**src/mntc_pkg.sv**
```systemverilog
/*
  Package for the network control / status / transmit control register block:
  register offsets, bit positions, reset values and timing constants.
  Assumes a 100 MHz system clock.
*/
package mntc_pkg;

  // ****************************************************************
  // register offsets (byte-wide registers on the vendor command port)
  // ****************************************************************
  localparam logic [7:0] NET_CONTROL_ADDR  = 8'h00;
  localparam logic [7:0] NET_STATUS_ADDR   = 8'h01;
  localparam logic [7:0] TX_CONTROL_ADDR   = 8'h02;
  localparam logic [7:0] OVF_COUNTER_ADDR  = 8'h07;

  // ****************************************************************
  // network control bits
  // ****************************************************************
  localparam int NC_OUTSIDE_PHY = 7;
  localparam int NC_WAKE_EN     = 6;
  localparam int NC_W1C_MODE    = 5;
  localparam int NC_FORCE_COL   = 4;
  localparam int NC_FULL_DUPLEX = 3;
  localparam int NC_LOOPBACK_HI = 2;
  localparam int NC_LOOPBACK_LO = 1;
  localparam int NC_SOFT_RESET  = 0;

  // ****************************************************************
  // network status bits
  // ****************************************************************
  localparam int NS_SPEED_10  = 7;
  localparam int NS_LINK_UP   = 6;
  localparam int NS_WAKE      = 5;
  localparam int NS_SPARE_HI  = 3;
  localparam int NS_SPARE_LO  = 2;
  localparam int NS_RX_OVF    = 1;
  localparam int NS_RX_READY  = 0;

  // ****************************************************************
  // transmit control bits
  // ****************************************************************
  localparam int TC_JABBER_OFF = 6;
  localparam int TC_EXCESS_COL = 5;
  localparam int TC_PAD_OFF    = 2;
  localparam int TC_FCS_OFF    = 1;
  localparam logic [7:0] TC_WRITE_MASK = 8'h7f;

  // ****************************************************************
  // force-mode input bits
  // ****************************************************************
  localparam int FM_FORCE_EN     = 5;
  localparam int FM_FORCE_SPEED  = 2;
  localparam int FM_FORCE_DUPLEX = 1;
  localparam int FM_FORCE_LINK   = 0;

  // ****************************************************************
  // reset values
  // ****************************************************************
  localparam logic [7:0] ZERO_BYTE = 8'h00;
  localparam logic [1:0] LOOPBACK_NORMAL = 2'h0;

  // ****************************************************************
  // thresholds and timing
  // ****************************************************************
  localparam int RX_OVF_SET_BYTES   = 544;
  localparam int RX_OVF_CLEAR_BYTES = 2048;
  localparam int TX_JABBER_BYTES    = 2048;
  localparam int TX_MAX_COLLISIONS  = 15;
  localparam int TX_MIN_FRAME_BYTES = 64;
  localparam int CLK_PERIOD_NS      = 10;
  localparam int SWRST_TIME_NS      = 10000;
  localparam int SWRST_CYCLES       = SWRST_TIME_NS / CLK_PERIOD_NS;
  localparam int SWRST_CNT_W        = 11;

endpackage : mntc_pkg

```
**src/mntc_tx_policy.sv**
```systemverilog
/*
  Transmit frame policy: jabber cut, excess-collision abort, padding and
  frame check sequence decisions for the frame now in transmission.
  Assumes byte and collision counts come from the transmit engine.
*/
`timescale 1ns/1ps
module mntc_tx_policy
  import mntc_pkg::*;
#(
  parameter int LEN_W = 16,
  parameter int COL_W = 5
)
(
  input  wire logic [7:0]       tx_control,
  input  wire logic [LEN_W-1:0] tx_byte_count,
  input  wire logic [COL_W-1:0] tx_collision_count,
  output logic                  tx_jabber_cut,
  output logic                  tx_abort,
  output logic                  tx_pad_needed,
  output logic                  tx_fcs_append
);

  localparam logic [LEN_W-1:0] JABBER_LIMIT = LEN_W'(TX_JABBER_BYTES);
  localparam logic [LEN_W-1:0] MIN_FRAME    = LEN_W'(TX_MIN_FRAME_BYTES);
  localparam logic [COL_W-1:0] MAX_COL      = COL_W'(TX_MAX_COLLISIONS);

  wire   tx_jabber_off           = tx_control[TC_JABBER_OFF];
  wire   excess_collision_policy = tx_control[TC_EXCESS_COL];
  wire   tx_pad_off              = tx_control[TC_PAD_OFF];
  wire   tx_fcs_off              = tx_control[TC_FCS_OFF];

  // frame may not run past the cap while the jabber timer is on
  assign tx_jabber_cut = !tx_jabber_off && (tx_byte_count >= JABBER_LIMIT);
  assign tx_abort      = !excess_collision_policy && (tx_collision_count > MAX_COL);
  assign tx_pad_needed = !tx_pad_off && (tx_byte_count < MIN_FRAME);
  assign tx_fcs_append = !tx_fcs_off;

endmodule : mntc_tx_policy

```
**src/mntc_regs.sv**
```systemverilog
/*
  Network control, network status and transmit control registers of the
  USB-to-Ethernet MAC, with software reset timing and transmit policy.
  Assumes a vendor command engine drives the byte register port and that
  PHY status, wake events and receive FIFO levels are synchronous to clk.
*/
// Notes on behaviour
// - control bit 7 picks outside PHY, strap low
// - force-mode bit 5 overrides PHY selection
// - control bit 6 enables wake; clearing clears wake
// - write-one-clear mode governs listed status bits
// - control bit 4 forces collision in loopback
// - bit 3 duplex, writable only with outside PHY
// - force-mode bits 5,1 override duplex
// - loopback field bits 2:1 selects four modes
// - bit 0 soft reset, self-clears after 10us
// - status bit 7 speed, outside-writable, forceable
// - status bit 6 link, outside-writable, forceable
// - wake flag set on event, cleared by one
// - overflow flag below 544 free, clears above 2K
// - status bit 0 high while frame pending
// - jabber caps transmit at 2048 bytes unless off
// - abort after 15 collisions unless retry policy
// - pad short frames to 64 unless off
// - append check sequence unless off
// - registers via vendor commands; srst restores defaults, soft reset keeps control bits 7,6 and wake flag
// - mode zero: overflow counter clears on read
`timescale 1ns/1ps
module mntc_regs
  import mntc_pkg::*;
#(
  parameter int FREE_W = 16,
  parameter int LEN_W  = 16,
  parameter int COL_W  = 5
)
(
  input  wire logic              clk,
  input  wire logic              srst,
  input  wire logic              ce,
  // vendor register command port
  input  wire logic              reg_wr,
  input  wire logic              reg_rd,
  input  wire logic [7:0]        reg_addr,
  input  wire logic [7:0]        reg_wdata,
  output logic [7:0]             reg_rdata,
  output logic                   reg_rvalid,
  // straps, force mode and PHY state
  input  wire logic              test_strap_one,
  input  wire logic [7:0]        force_mode,
  input  wire logic              int_phy_full_duplex,
  input  wire logic              int_phy_speed_10,
  input  wire logic              int_phy_link_up,
  // wake and receive FIFO state
  input  wire logic              wake_event,
  input  wire logic [FREE_W-1:0] rx_fifo_free_bytes,
  input  wire logic              rx_frame_pending,
  // transmit engine state
  input  wire logic [LEN_W-1:0]  tx_byte_count,
  input  wire logic [COL_W-1:0]  tx_collision_count,
  // control outputs
  output logic                   outside_phy_active,
  output logic                   full_duplex_active,
  output logic                   speed_10_active,
  output logic                   link_up_active,
  output logic [1:0]             loopback_select,
  output logic                   forced_collision_test,
  output logic                   wake_function_enable,
  output logic                   write_one_clear_select,
  output logic                   soft_reset_active,
  output logic                   ovf_counter_clear,
  output logic                   tx_jabber_cut,
  output logic                   tx_abort,
  output logic                   tx_pad_needed,
  output logic                   tx_fcs_append
);

  // ****************************************************************
  // helpers
  // ****************************************************************
  // forced value wins, then the written value with the outside PHY,
  // otherwise the internal PHY reports
  function automatic logic phy_pick(input logic force_en, input logic force_val,
                                    input logic outside, input logic wr_val,
                                    input logic int_val);
    phy_pick = force_en ? force_val : (outside ? wr_val : int_val);
  endfunction : phy_pick

  localparam logic [SWRST_CNT_W-1:0] SWRST_LOAD = SWRST_CNT_W'(SWRST_CYCLES);
  localparam logic [SWRST_CNT_W-1:0] CNT_ONE    = SWRST_CNT_W'(1);
  localparam logic [FREE_W-1:0] OVF_SET_LVL   = FREE_W'(RX_OVF_SET_BYTES);
  localparam logic [FREE_W-1:0] OVF_CLEAR_LVL = FREE_W'(RX_OVF_CLEAR_BYTES);

  // ****************************************************************
  // state
  // ****************************************************************
  logic                   outside_phy_select;
  logic                   write_one_clear_sel;
  logic                   force_col;
  logic                   duplex_written;
  logic [1:0]             loopback_field;
  logic                   speed_written;
  logic                   link_written;
  logic                   wake_event_flag;
  logic                   wake_enable;
  logic [1:0]             status_spare;
  logic                   receive_overflow_flag;
  logic                   rx_ready_flag;
  logic [7:0]             transmit_control;
  logic [SWRST_CNT_W-1:0] swrst_count;

  // ****************************************************************
  // decode
  // ****************************************************************
  wire   wr_ncr   = ce && reg_wr && (reg_addr == NET_CONTROL_ADDR);
  wire   wr_nsr   = ce && reg_wr && (reg_addr == NET_STATUS_ADDR);
  wire   wr_tcr   = ce && reg_wr && (reg_addr == TX_CONTROL_ADDR);
  wire   wr_ovf   = ce && reg_wr && (reg_addr == OVF_COUNTER_ADDR);
  wire   rd_ovf   = ce && reg_rd && (reg_addr == OVF_COUNTER_ADDR);
  wire   swrst_on = (swrst_count != '0);

  wire   swrst_start = wr_ncr && reg_wdata[NC_SOFT_RESET];
  wire   swrst_stop  = wr_ncr && !reg_wdata[NC_SOFT_RESET];
  wire   swrst_apply = swrst_start || swrst_on;

  wire   force_en     = force_mode[FM_FORCE_EN];
  // strap high disables the outside PHY unless forced
  wire   phy_outside  = force_en || (outside_phy_select && !test_strap_one);

  wire   duplex_eff = phy_pick(force_en, force_mode[FM_FORCE_DUPLEX], phy_outside,
                               duplex_written, int_phy_full_duplex);
  wire   speed_eff  = phy_pick(force_en, force_mode[FM_FORCE_SPEED], phy_outside,
                               speed_written, int_phy_speed_10);
  wire   link_eff   = phy_pick(force_en, force_mode[FM_FORCE_LINK], phy_outside,
                               link_written, int_phy_link_up);

  // wake enable after this cycle's write
  wire   next_wake_enable = wr_ncr ? reg_wdata[NC_WAKE_EN] : wake_enable;
  wire   wake_set         = wake_event && next_wake_enable;
  wire   wake_clr         = (wr_nsr && reg_wdata[NS_WAKE]) || !next_wake_enable;
  // event wins over a write-one clear, but a disabled function holds none
  wire   next_wake_flag   = wake_set || (wake_event_flag && !wake_clr);

  wire [1:0] spare_clr = (wr_nsr && write_one_clear_sel) ?
                         reg_wdata[NS_SPARE_HI:NS_SPARE_LO] : 2'h0;

  wire   next_rx_ovf = (rx_fifo_free_bytes < OVF_SET_LVL) ? 1'b1 :
                       (rx_fifo_free_bytes > OVF_CLEAR_LVL) ? 1'b0 :
                       receive_overflow_flag;

  // counter itself lives elsewhere; this is its clear strobe
  wire   next_ovf_clear = wr_ovf || (rd_ovf && !write_one_clear_sel);

  wire [7:0] ncr_view = {outside_phy_select, wake_enable, write_one_clear_sel, force_col,
                         duplex_eff, loopback_field, swrst_on};
  wire [7:0] nsr_view = {speed_eff, link_eff, wake_event_flag, 1'b0, status_spare,
                         receive_overflow_flag, rx_ready_flag};
  wire [7:0] next_rdata = (reg_addr == NET_CONTROL_ADDR) ? ncr_view :
                          (reg_addr == NET_STATUS_ADDR)  ? nsr_view :
                          (reg_addr == TX_CONTROL_ADDR)  ? transmit_control :
                          ZERO_BYTE;

  wire   pol_jabber;
  wire   pol_abort;
  wire   pol_pad;
  wire   pol_fcs;

  mntc_tx_policy #(
    .LEN_W (LEN_W),
    .COL_W (COL_W)
  ) u_tx_policy (
    .tx_control         (transmit_control),
    .tx_byte_count      (tx_byte_count),
    .tx_collision_count (tx_collision_count),
    .tx_jabber_cut      (pol_jabber),
    .tx_abort           (pol_abort),
    .tx_pad_needed      (pol_pad),
    .tx_fcs_append      (pol_fcs)
  );

  // ****************************************************************
  // software reset timer
  // ****************************************************************
  always_ff @(posedge clk)
  begin
    if (srst)
      swrst_count <= '0;
    else if (ce)
    begin
      if (swrst_start)
        swrst_count <= SWRST_LOAD;
      else if (swrst_stop)
        swrst_count <= '0;
      else if (swrst_on)
        swrst_count <= swrst_count - CNT_ONE;
    end
  end

  // ****************************************************************
  // power-on-only bits: kept through software reset
  // ****************************************************************
  always_ff @(posedge clk)
  begin
    if (srst)
    begin
      outside_phy_select <= 1'b0;
      wake_enable        <= 1'b0;
      wake_event_flag    <= 1'b0;
    end
    else if (ce)
    begin
      if (wr_ncr)
        outside_phy_select <= reg_wdata[NC_OUTSIDE_PHY];
      wake_enable     <= next_wake_enable;
      wake_event_flag <= next_wake_flag;
    end
  end

  // ****************************************************************
  // software-resettable control and status bits
  // ****************************************************************
  always_ff @(posedge clk)
  begin
    if (srst || (ce && swrst_apply))
    begin
      write_one_clear_sel <= 1'b0;
      force_col           <= 1'b0;
      duplex_written      <= 1'b0;
      loopback_field      <= LOOPBACK_NORMAL;
      speed_written       <= 1'b0;
      link_written        <= 1'b0;
      status_spare        <= 2'h0;
      transmit_control    <= ZERO_BYTE;
    end
    else if (ce)
    begin
      if (wr_ncr)
      begin
        write_one_clear_sel <= reg_wdata[NC_W1C_MODE];
        force_col           <= reg_wdata[NC_FORCE_COL];
        loopback_field      <= reg_wdata[NC_LOOPBACK_HI:NC_LOOPBACK_LO];
        if (phy_outside)
          duplex_written <= reg_wdata[NC_FULL_DUPLEX];
      end
      if (wr_nsr && phy_outside)
      begin
        speed_written <= reg_wdata[NS_SPEED_10];
        link_written  <= reg_wdata[NS_LINK_UP];
      end
      status_spare <= status_spare & ~spare_clr;
      if (wr_tcr)
        transmit_control <= reg_wdata & TC_WRITE_MASK;
    end
  end

  // ****************************************************************
  // receive FIFO status
  // ****************************************************************
  always_ff @(posedge clk)
  begin
    if (srst)
    begin
      receive_overflow_flag <= 1'b0;
      rx_ready_flag         <= 1'b0;
    end
    else if (ce)
    begin
      receive_overflow_flag <= next_rx_ovf;
      rx_ready_flag         <= rx_frame_pending;
    end
  end

  // ****************************************************************
  // read port and strobes
  // ****************************************************************
  always_ff @(posedge clk)
  begin
    if (srst)
    begin
      reg_rdata         <= ZERO_BYTE;
      reg_rvalid        <= 1'b0;
      ovf_counter_clear <= 1'b0;
    end
    else if (ce)
    begin
      reg_rvalid        <= reg_rd;
      ovf_counter_clear <= next_ovf_clear;
      if (reg_rd)
        reg_rdata <= next_rdata;
    end
  end

  // ****************************************************************
  // registered control outputs
  // ****************************************************************
  always_ff @(posedge clk)
  begin
    if (srst)
    begin
      outside_phy_active     <= 1'b0;
      full_duplex_active     <= 1'b0;
      speed_10_active        <= 1'b0;
      link_up_active         <= 1'b0;
      loopback_select        <= LOOPBACK_NORMAL;
      forced_collision_test  <= 1'b0;
      wake_function_enable   <= 1'b0;
      write_one_clear_select <= 1'b0;
      soft_reset_active      <= 1'b0;
      tx_jabber_cut          <= 1'b0;
      tx_abort               <= 1'b0;
      tx_pad_needed          <= 1'b0;
      tx_fcs_append          <= 1'b0;
    end
    else if (ce)
    begin
      outside_phy_active     <= phy_outside;
      full_duplex_active     <= duplex_eff;
      speed_10_active        <= speed_eff;
      link_up_active         <= link_eff;
      loopback_select        <= loopback_field;
      // only meaningful while looped back
      forced_collision_test  <= force_col && (loopback_field != LOOPBACK_NORMAL);
      wake_function_enable   <= wake_enable;
      write_one_clear_select <= write_one_clear_sel;
      soft_reset_active      <= swrst_on;
      tx_jabber_cut          <= pol_jabber;
      tx_abort               <= pol_abort;
      tx_pad_needed          <= pol_pad;
      tx_fcs_append          <= pol_fcs;
    end
  end

endmodule : mntc_regs

```
**config.mk**
```make
export PLATFORM = sky130hd
export DESIGN_NAME = mntc_regs
export DESIGN_NICKNAME = d
export VERILOG_FILES = /design/src/mntc_pkg.sv /design/src/mntc_tx_policy.sv /design/src/mntc_regs.sv
export SDC_FILE = /design/constraint.sdc
export NUM_CORES = 1
export LEC_CHECK = 0
export BUFFER_PORTS_ARGS = -buffer_cell sky130_fd_sc_hd__clkbuf_2
export CAP_MARGIN = 20
export CORE_UTILIZATION = 49
export DETAILED_ROUTE_END_ITERATION = 12
export GPL_ROUTABILITY_DRIVEN = 0
export PLACE_DENSITY = 0.79
export SYNTH_ARGS = -nofsm -noshare
export SYNTH_HDL_FRONTEND = slang
export SYNTH_SLANG_ARGS = --single-unit
```
**constraint.sdc**
```tcl
create_clock -name clk -period 2.4 [get_ports clk]
set_input_delay 0.48 -clock clk [delete_from_list [all_inputs] [get_ports clk]]
set_output_delay 0.48 -clock clk [all_outputs]
set_load 0.005 [all_outputs]
```
## Word level (Yosys, flattened, before mapping)

Index checks and enable logic that the tools add are counted.

- Bits in registers: 56
- Memories kept: 0
- Bits of input ports: 72
- Word-level logic and storage cells: 105
- ROM bits: 0
- Bits in latches: 0
- Memory bits (writable): 0

- Multipliers: 0
- Multiplexer cells: 16
- Reduce and logical (&&, ||, !) cells: 48
- Shift operators: 0
- Div/mod/pow operators: 0
- Equal/unequal tests: 3
- Add/sub/neg operators: 1
- Magnitude comparators: 5
- Bitwise logic cells: 2

Operators with widths:

| operator | count |
|---|---|
| 2-to-1 mux 11 bit | 3 |
| logical AND 1 bit | 21 |
| greater-or-equal comparator 16 x 12 -> 1 bit (second input constant) | 1 |
| > comparator 16 x 12 -> 1 bit (second input constant) | 1 |
| less-than comparator 16 x 10 -> 1 bit (second input constant) | 1 |
| less-than comparator 16 x 7 -> 1 bit (second input constant) | 1 |
| 2-to-1 mux 8 bit | 2 |
| AND reduction 2 bit | 6 |
| nonzero test 11 bit | 1 |
| subtractor 11 x 1 -> 11 bit (second input constant) | 1 |
| logical NOT 1 bit | 9 |
| 2-to-1 mux 1 bit | 9 |
| equality test 8 x 1 -> 1 bit (second input constant) | 1 |
| equality test 8 x 2 -> 1 bit (second input constant) | 1 |
| equality test 8 x 3 -> 1 bit (second input constant) | 1 |
| logical NOT 8 bit | 1 |
| 2-to-1 mux 7 bit | 1 |
| logical OR 1 bit | 6 |
| > comparator 5 x 4 -> 1 bit (second input constant) | 1 |
| nonzero test 2 bit | 2 |
| AND reduction 3 bit | 1 |
| nonzero test 3 bit | 1 |
| bitwise AND 2 bit | 1 |
| 2-to-1 mux 2 bit | 1 |
| NOT 2 bit | 1 |

## Longest topological paths before layout

- Depth after elaboration: 8
- Depth in mapped cells: 7
- Depth with buffers taken out: 6

## By module

Synthesis repeated with hierarchy kept, for this count alone.

- Cell total of the unflattened synthesis: 315
- Area, all modules: 2,813.9 um2

Modules (own cells, without submodules):

| module | instances | cells an instance | sequential area each (um2) | area an instance (um2) |
|---|---|---|---|---|
| mntc_regs | 1 | 307 | 1,121.1 | 2,763.9 |
| mntc_tx_policy | 1 | 8 | 0.0 | 50.0 |

## Least setup slack after synthesis

No wires, ideal clock.

- Path type: input -> register
- Start: input port reg_addr[1]
- End: register wake_event_flag
- Path slack: 334 ps
- Path buffers: 2
- Stages on the path: 6
- Arrival time: 1,973 ps
- Cell sequence: buf_2 or4_4 or3_1 buf_2 mux2i_1 o32ai_1

- Cells in the longest elaborated chain, start to end: 8

Ends and longest elaborated chain:

| what | line | source |
|---|---|---|
| start: declaration | mntc_regs.sv:43 | `input wire logic [7:0] reg_addr,` |
| logical NOT 8 bit | mntc_regs.sv:114 | `wire wr_ncr = ce && reg_wr && (reg_addr == NET_CONTROL_ADDR);` |
| logical AND 1 bit | mntc_regs.sv:114 |  |
| 2-to-1 mux 1 bit | mntc_regs.sv:137 | `wire next_wake_enable = wr_ncr ? reg_wdata[NC_WAKE_EN] : wake_enable;` |
| logical NOT 1 bit | mntc_regs.sv:139 | `wire wake_clr = (wr_nsr && reg_wdata[NS_WAKE]) \|\| !next_wake_enable;` |
| logical OR 1 bit | mntc_regs.sv:139 |  |
| logical NOT 1 bit | mntc_regs.sv:141 | `wire next_wake_flag = wake_set \|\| (wake_event_flag && !wake_clr);` |
| logical AND 1 bit | mntc_regs.sv:141 |  |
| logical OR 1 bit (*) | mntc_regs.sv:141 |  |
| end signal: assignment | mntc_regs.sv:214 | `wake_event_flag <= next_wake_flag;` |
| end: declaration | mntc_regs.sv:103 | `logic wake_event_flag;` |

Mark *: on every way between the ends. The rest lies on a longest branch, timed or not.
A chain may end at the register's enable or synchronous reset.

## Worst setup path after layout

- Start: register swrst_count[0]
- End: register status_spare[0]

- Cells in the longest elaborated chain, start to end: 4

Ends and longest elaborated chain:

| what | line | source |
|---|---|---|
| start: declaration | mntc_regs.sv:109 | `logic [SWRST_CNT_W-1:0] swrst_count;` |
| start signal: assignment | mntc_regs.sv:194 | `swrst_count <= swrst_count - CNT_ONE;` |
| nonzero test 11 bit | mntc_regs.sv:119 | `wire swrst_on = (swrst_count != '0);` |
| logical OR 1 bit | mntc_regs.sv:123 | `wire swrst_apply = swrst_start \|\| swrst_on;` |
| logical AND 1 bit | mntc_regs.sv:223 | `if (srst \|\| (ce && swrst_apply))` |
| logical OR 1 bit | mntc_regs.sv:223 |  |
| end signal: assignment | mntc_regs.sv:249 | `status_spare <= status_spare & ~spare_clr;` |
| end: declaration | mntc_regs.sv:105 | `logic [1:0] status_spare;` |

No other way between the ends.

==> qor.yml <==
status: "completed"
clock-sinks: 56
die-area_mm2: 0.00573
crit_chain: "inv_1, ha_1, nor2b_1, a31oi_1, a211o_1, nor3b_1"
clk_path_buf_depth: 2
max_stage_delay_ns: 0.48
synth_common_cells: "56 x dfxtp_1, 36 x nor2_1, 24 x a21oi_1, 21 x nand2_1, 19 x mux2i_1"
cts-root-buf: "clkbuf_8"
seqCellArea_mm2: 0.00112
tightest_slew_ns: 0.679
power.leakage_nw: 1.39
yosysTopAreaCell: "dfxtp_1"
drive_gt1_frac: 0.290
cts.htree.levels: 2
cts_hold_buf: 0
critPathTopFamily: "simple AND/OR/NAND/NOR gates"
fp.coreArea_mm2: 0.00517
clkTransAtPathRegs_ns: 0.10
rsz0062_at_grt: "no"
postSynth.asyncResetShare: 0
grt_overflow: 0
syn-num-nets: 376
nFillCells: 450
synth_cell_types: 52
cts.repair.resized: 0
path_max_fanout: 11
area.growth.synth_to_final_pct: 24.1
avgSynthCellArea_um2: 8.81
end_kind: "flop"
timing.setup.tns_ns: 0
synth_edf_count: 0
peakVddDrop_v: 0.000415
synth_most_common_cell: "dfxtp_1"
drc: 0
slew_headroom: 0.542
maxCapViolations: 0
synth_flop_cell: "dfxtp_1"
cp-start-kind: "flop"
path_class: "reg -> reg"
ys_ff_latch: 56
cts_made_buffers: 5
required_ns: 2.63
setup_viol: 0
clock_latency_ns: 0.31
rows: 26
grt_max_degree: 20
initial_core_util: 0.515
grt_pass1_wl_um: 10700
viasPerCell: 5.76
n_antenna_cell: 0
synth-seq-area-share: 0.421
yosys_warnings: 0
die_w_um: 75.7
syn_area_mm2: 0.00266
wirelength_um: 6890
finClkSkew_ns: 0.00660
dieHeight_um: 75.7
finalCritPeriodShare: 0.852
antenna_found_initial: 0
whs_ns: 0.395
max_freq_ghz: 0.489
postCtsSetupBuffers: 0
hold_class: "in -> reg"
num-nets-final: 462
critPathArrivalTime_ns: 2.28
dr.first_iter.drc_count: 124
drv_slew: 0
hpwlAfterDp_um: 5160
vias: 2642
port_buffers: 81
path_buf_inv: 1
multi_input_area_mm2: 0.00145
wl_per_cell_um: 15.0
hold_violations: 0
grt_pass1_vias: 2293
io_pins: 96
slowest_stage: "a211o_1"
tritoncts: "built"
drtAntennaViolNets: 0
p_per_area_mw_per_mm2: 768
post-route-min-period_ns: 2.05
synthCells: 302
dr.pass1.iters: 5
synth_area_leaders: "dfxtp_1 42%, mux2i_1 7.1%, nor2_1 5.1%"
grt_usage: 0.247
synth_top_area_share: 0.421
## layout make-up
cell class / instances / share of cell area
multi-input cells: 223 / 0.438
flip-flops and latches: 56 / 0.339
repair buffers: 96 / 0.157
well taps: 70 / 0.0265
clock buffers: 6 / 0.0220
clock inverters: 2 / 0.0106
inverters: 6 / 0.00682
## path summary, 6_finish.rpt
kind | slack (ns) | endpoint | from | cells past startpoint
max | 0.35 | status_spare[0] | swrst_count[0] | 6
min | 0.39 | outside_phy_select | reg_wdata[7] | 3
max reg2reg | 0.35 | status_spare[0] | swrst_count[0] | 6
min reg2reg | 0.47 | link_up_active | link_up_active | 2
## kinds of logic (layout without fill, tap and decap cells)
| group | count (synthesis) | count (layout) | share of synthesized area |
|---|---|---|---|
| simple gates | 126 | 126 | 0.260 |
| compound gates | 67 | 67 | 0.172 |
| flops | 56 | 56 | 0.421 |
| buf+inv | 23 | 110 | 0.0353 |
| mux | 21 | 21 | 0.0799 |
| xor+xnor | 7 | 7 | 0.0230 |
| fa+ha+maj | 2 | 2 | 0.00940 |
## sequential cells by signal (all words and copies together) (netlist names), 2 cells and up
name and cells:
swrst_count 11, loopback_select 2, loopback_field 2, reg_rdata 8
status_spare 2, transmit_control 7
## metal layers
layer,track usage,wire length (um)
met1,0.319,3030
met2,0.412,3350
met3,0.0423,391
met4,0.103,121
met5,0,0
## metrics by stage
step | worst slack [ns] | area [um2] | utilization | std cells | power [W]
after detailed placement | 0.115 | 3200 | 0.618 | 451 | 0.00193
after CTS | 0.380 | 3300 | 0.639 | 459 | 0.00254
after global routing | 0.204 | 3300 | 0.639 | 459 | 0.00268
final | 0.355 | 3300 | 0.639 | 459 | 0.00254
after global placement | 0.187 | 3200 | 0.618 | 451 | 0.00191
after floorplan | 0.334 | 2660 | - | 302 | 0.00165
## worst reg2reg max path: stages, from the launching register on
cell and delay [ns]:
dfxtp_1 0.37, inv_1 0.10, ha_1 0.16, nor2b_1 0.43, a31oi_1 0.19, a211o_1 0.48, nor3b_1 0.25
## placed cells by master (no fill, tap or decap), drive strengths merged, types with 6 or more instances in the layout
master / n
nand3b: 6
o211ai: 7
a21oi: 24
clkbuf: 87
or4: 8
nand3: 8
nor4: 7
inv: 6
nand2: 21
a31oi: 6
nor2: 36
dfxtp: 56
nor3: 9
buf: 15
mux2i: 19
## report_power, final
part / total [W] / switching [W] / internal, W
logic: 0.000807 / 0.000432 / 0.000374
clock network: 0.000612 / 0.000302 / 0.000310
registers: 0.00112 / 0.000101 / 0.00102
total: 0.00254 / 0.000835 / 0.00170
(Power assumes the default switching activity.)
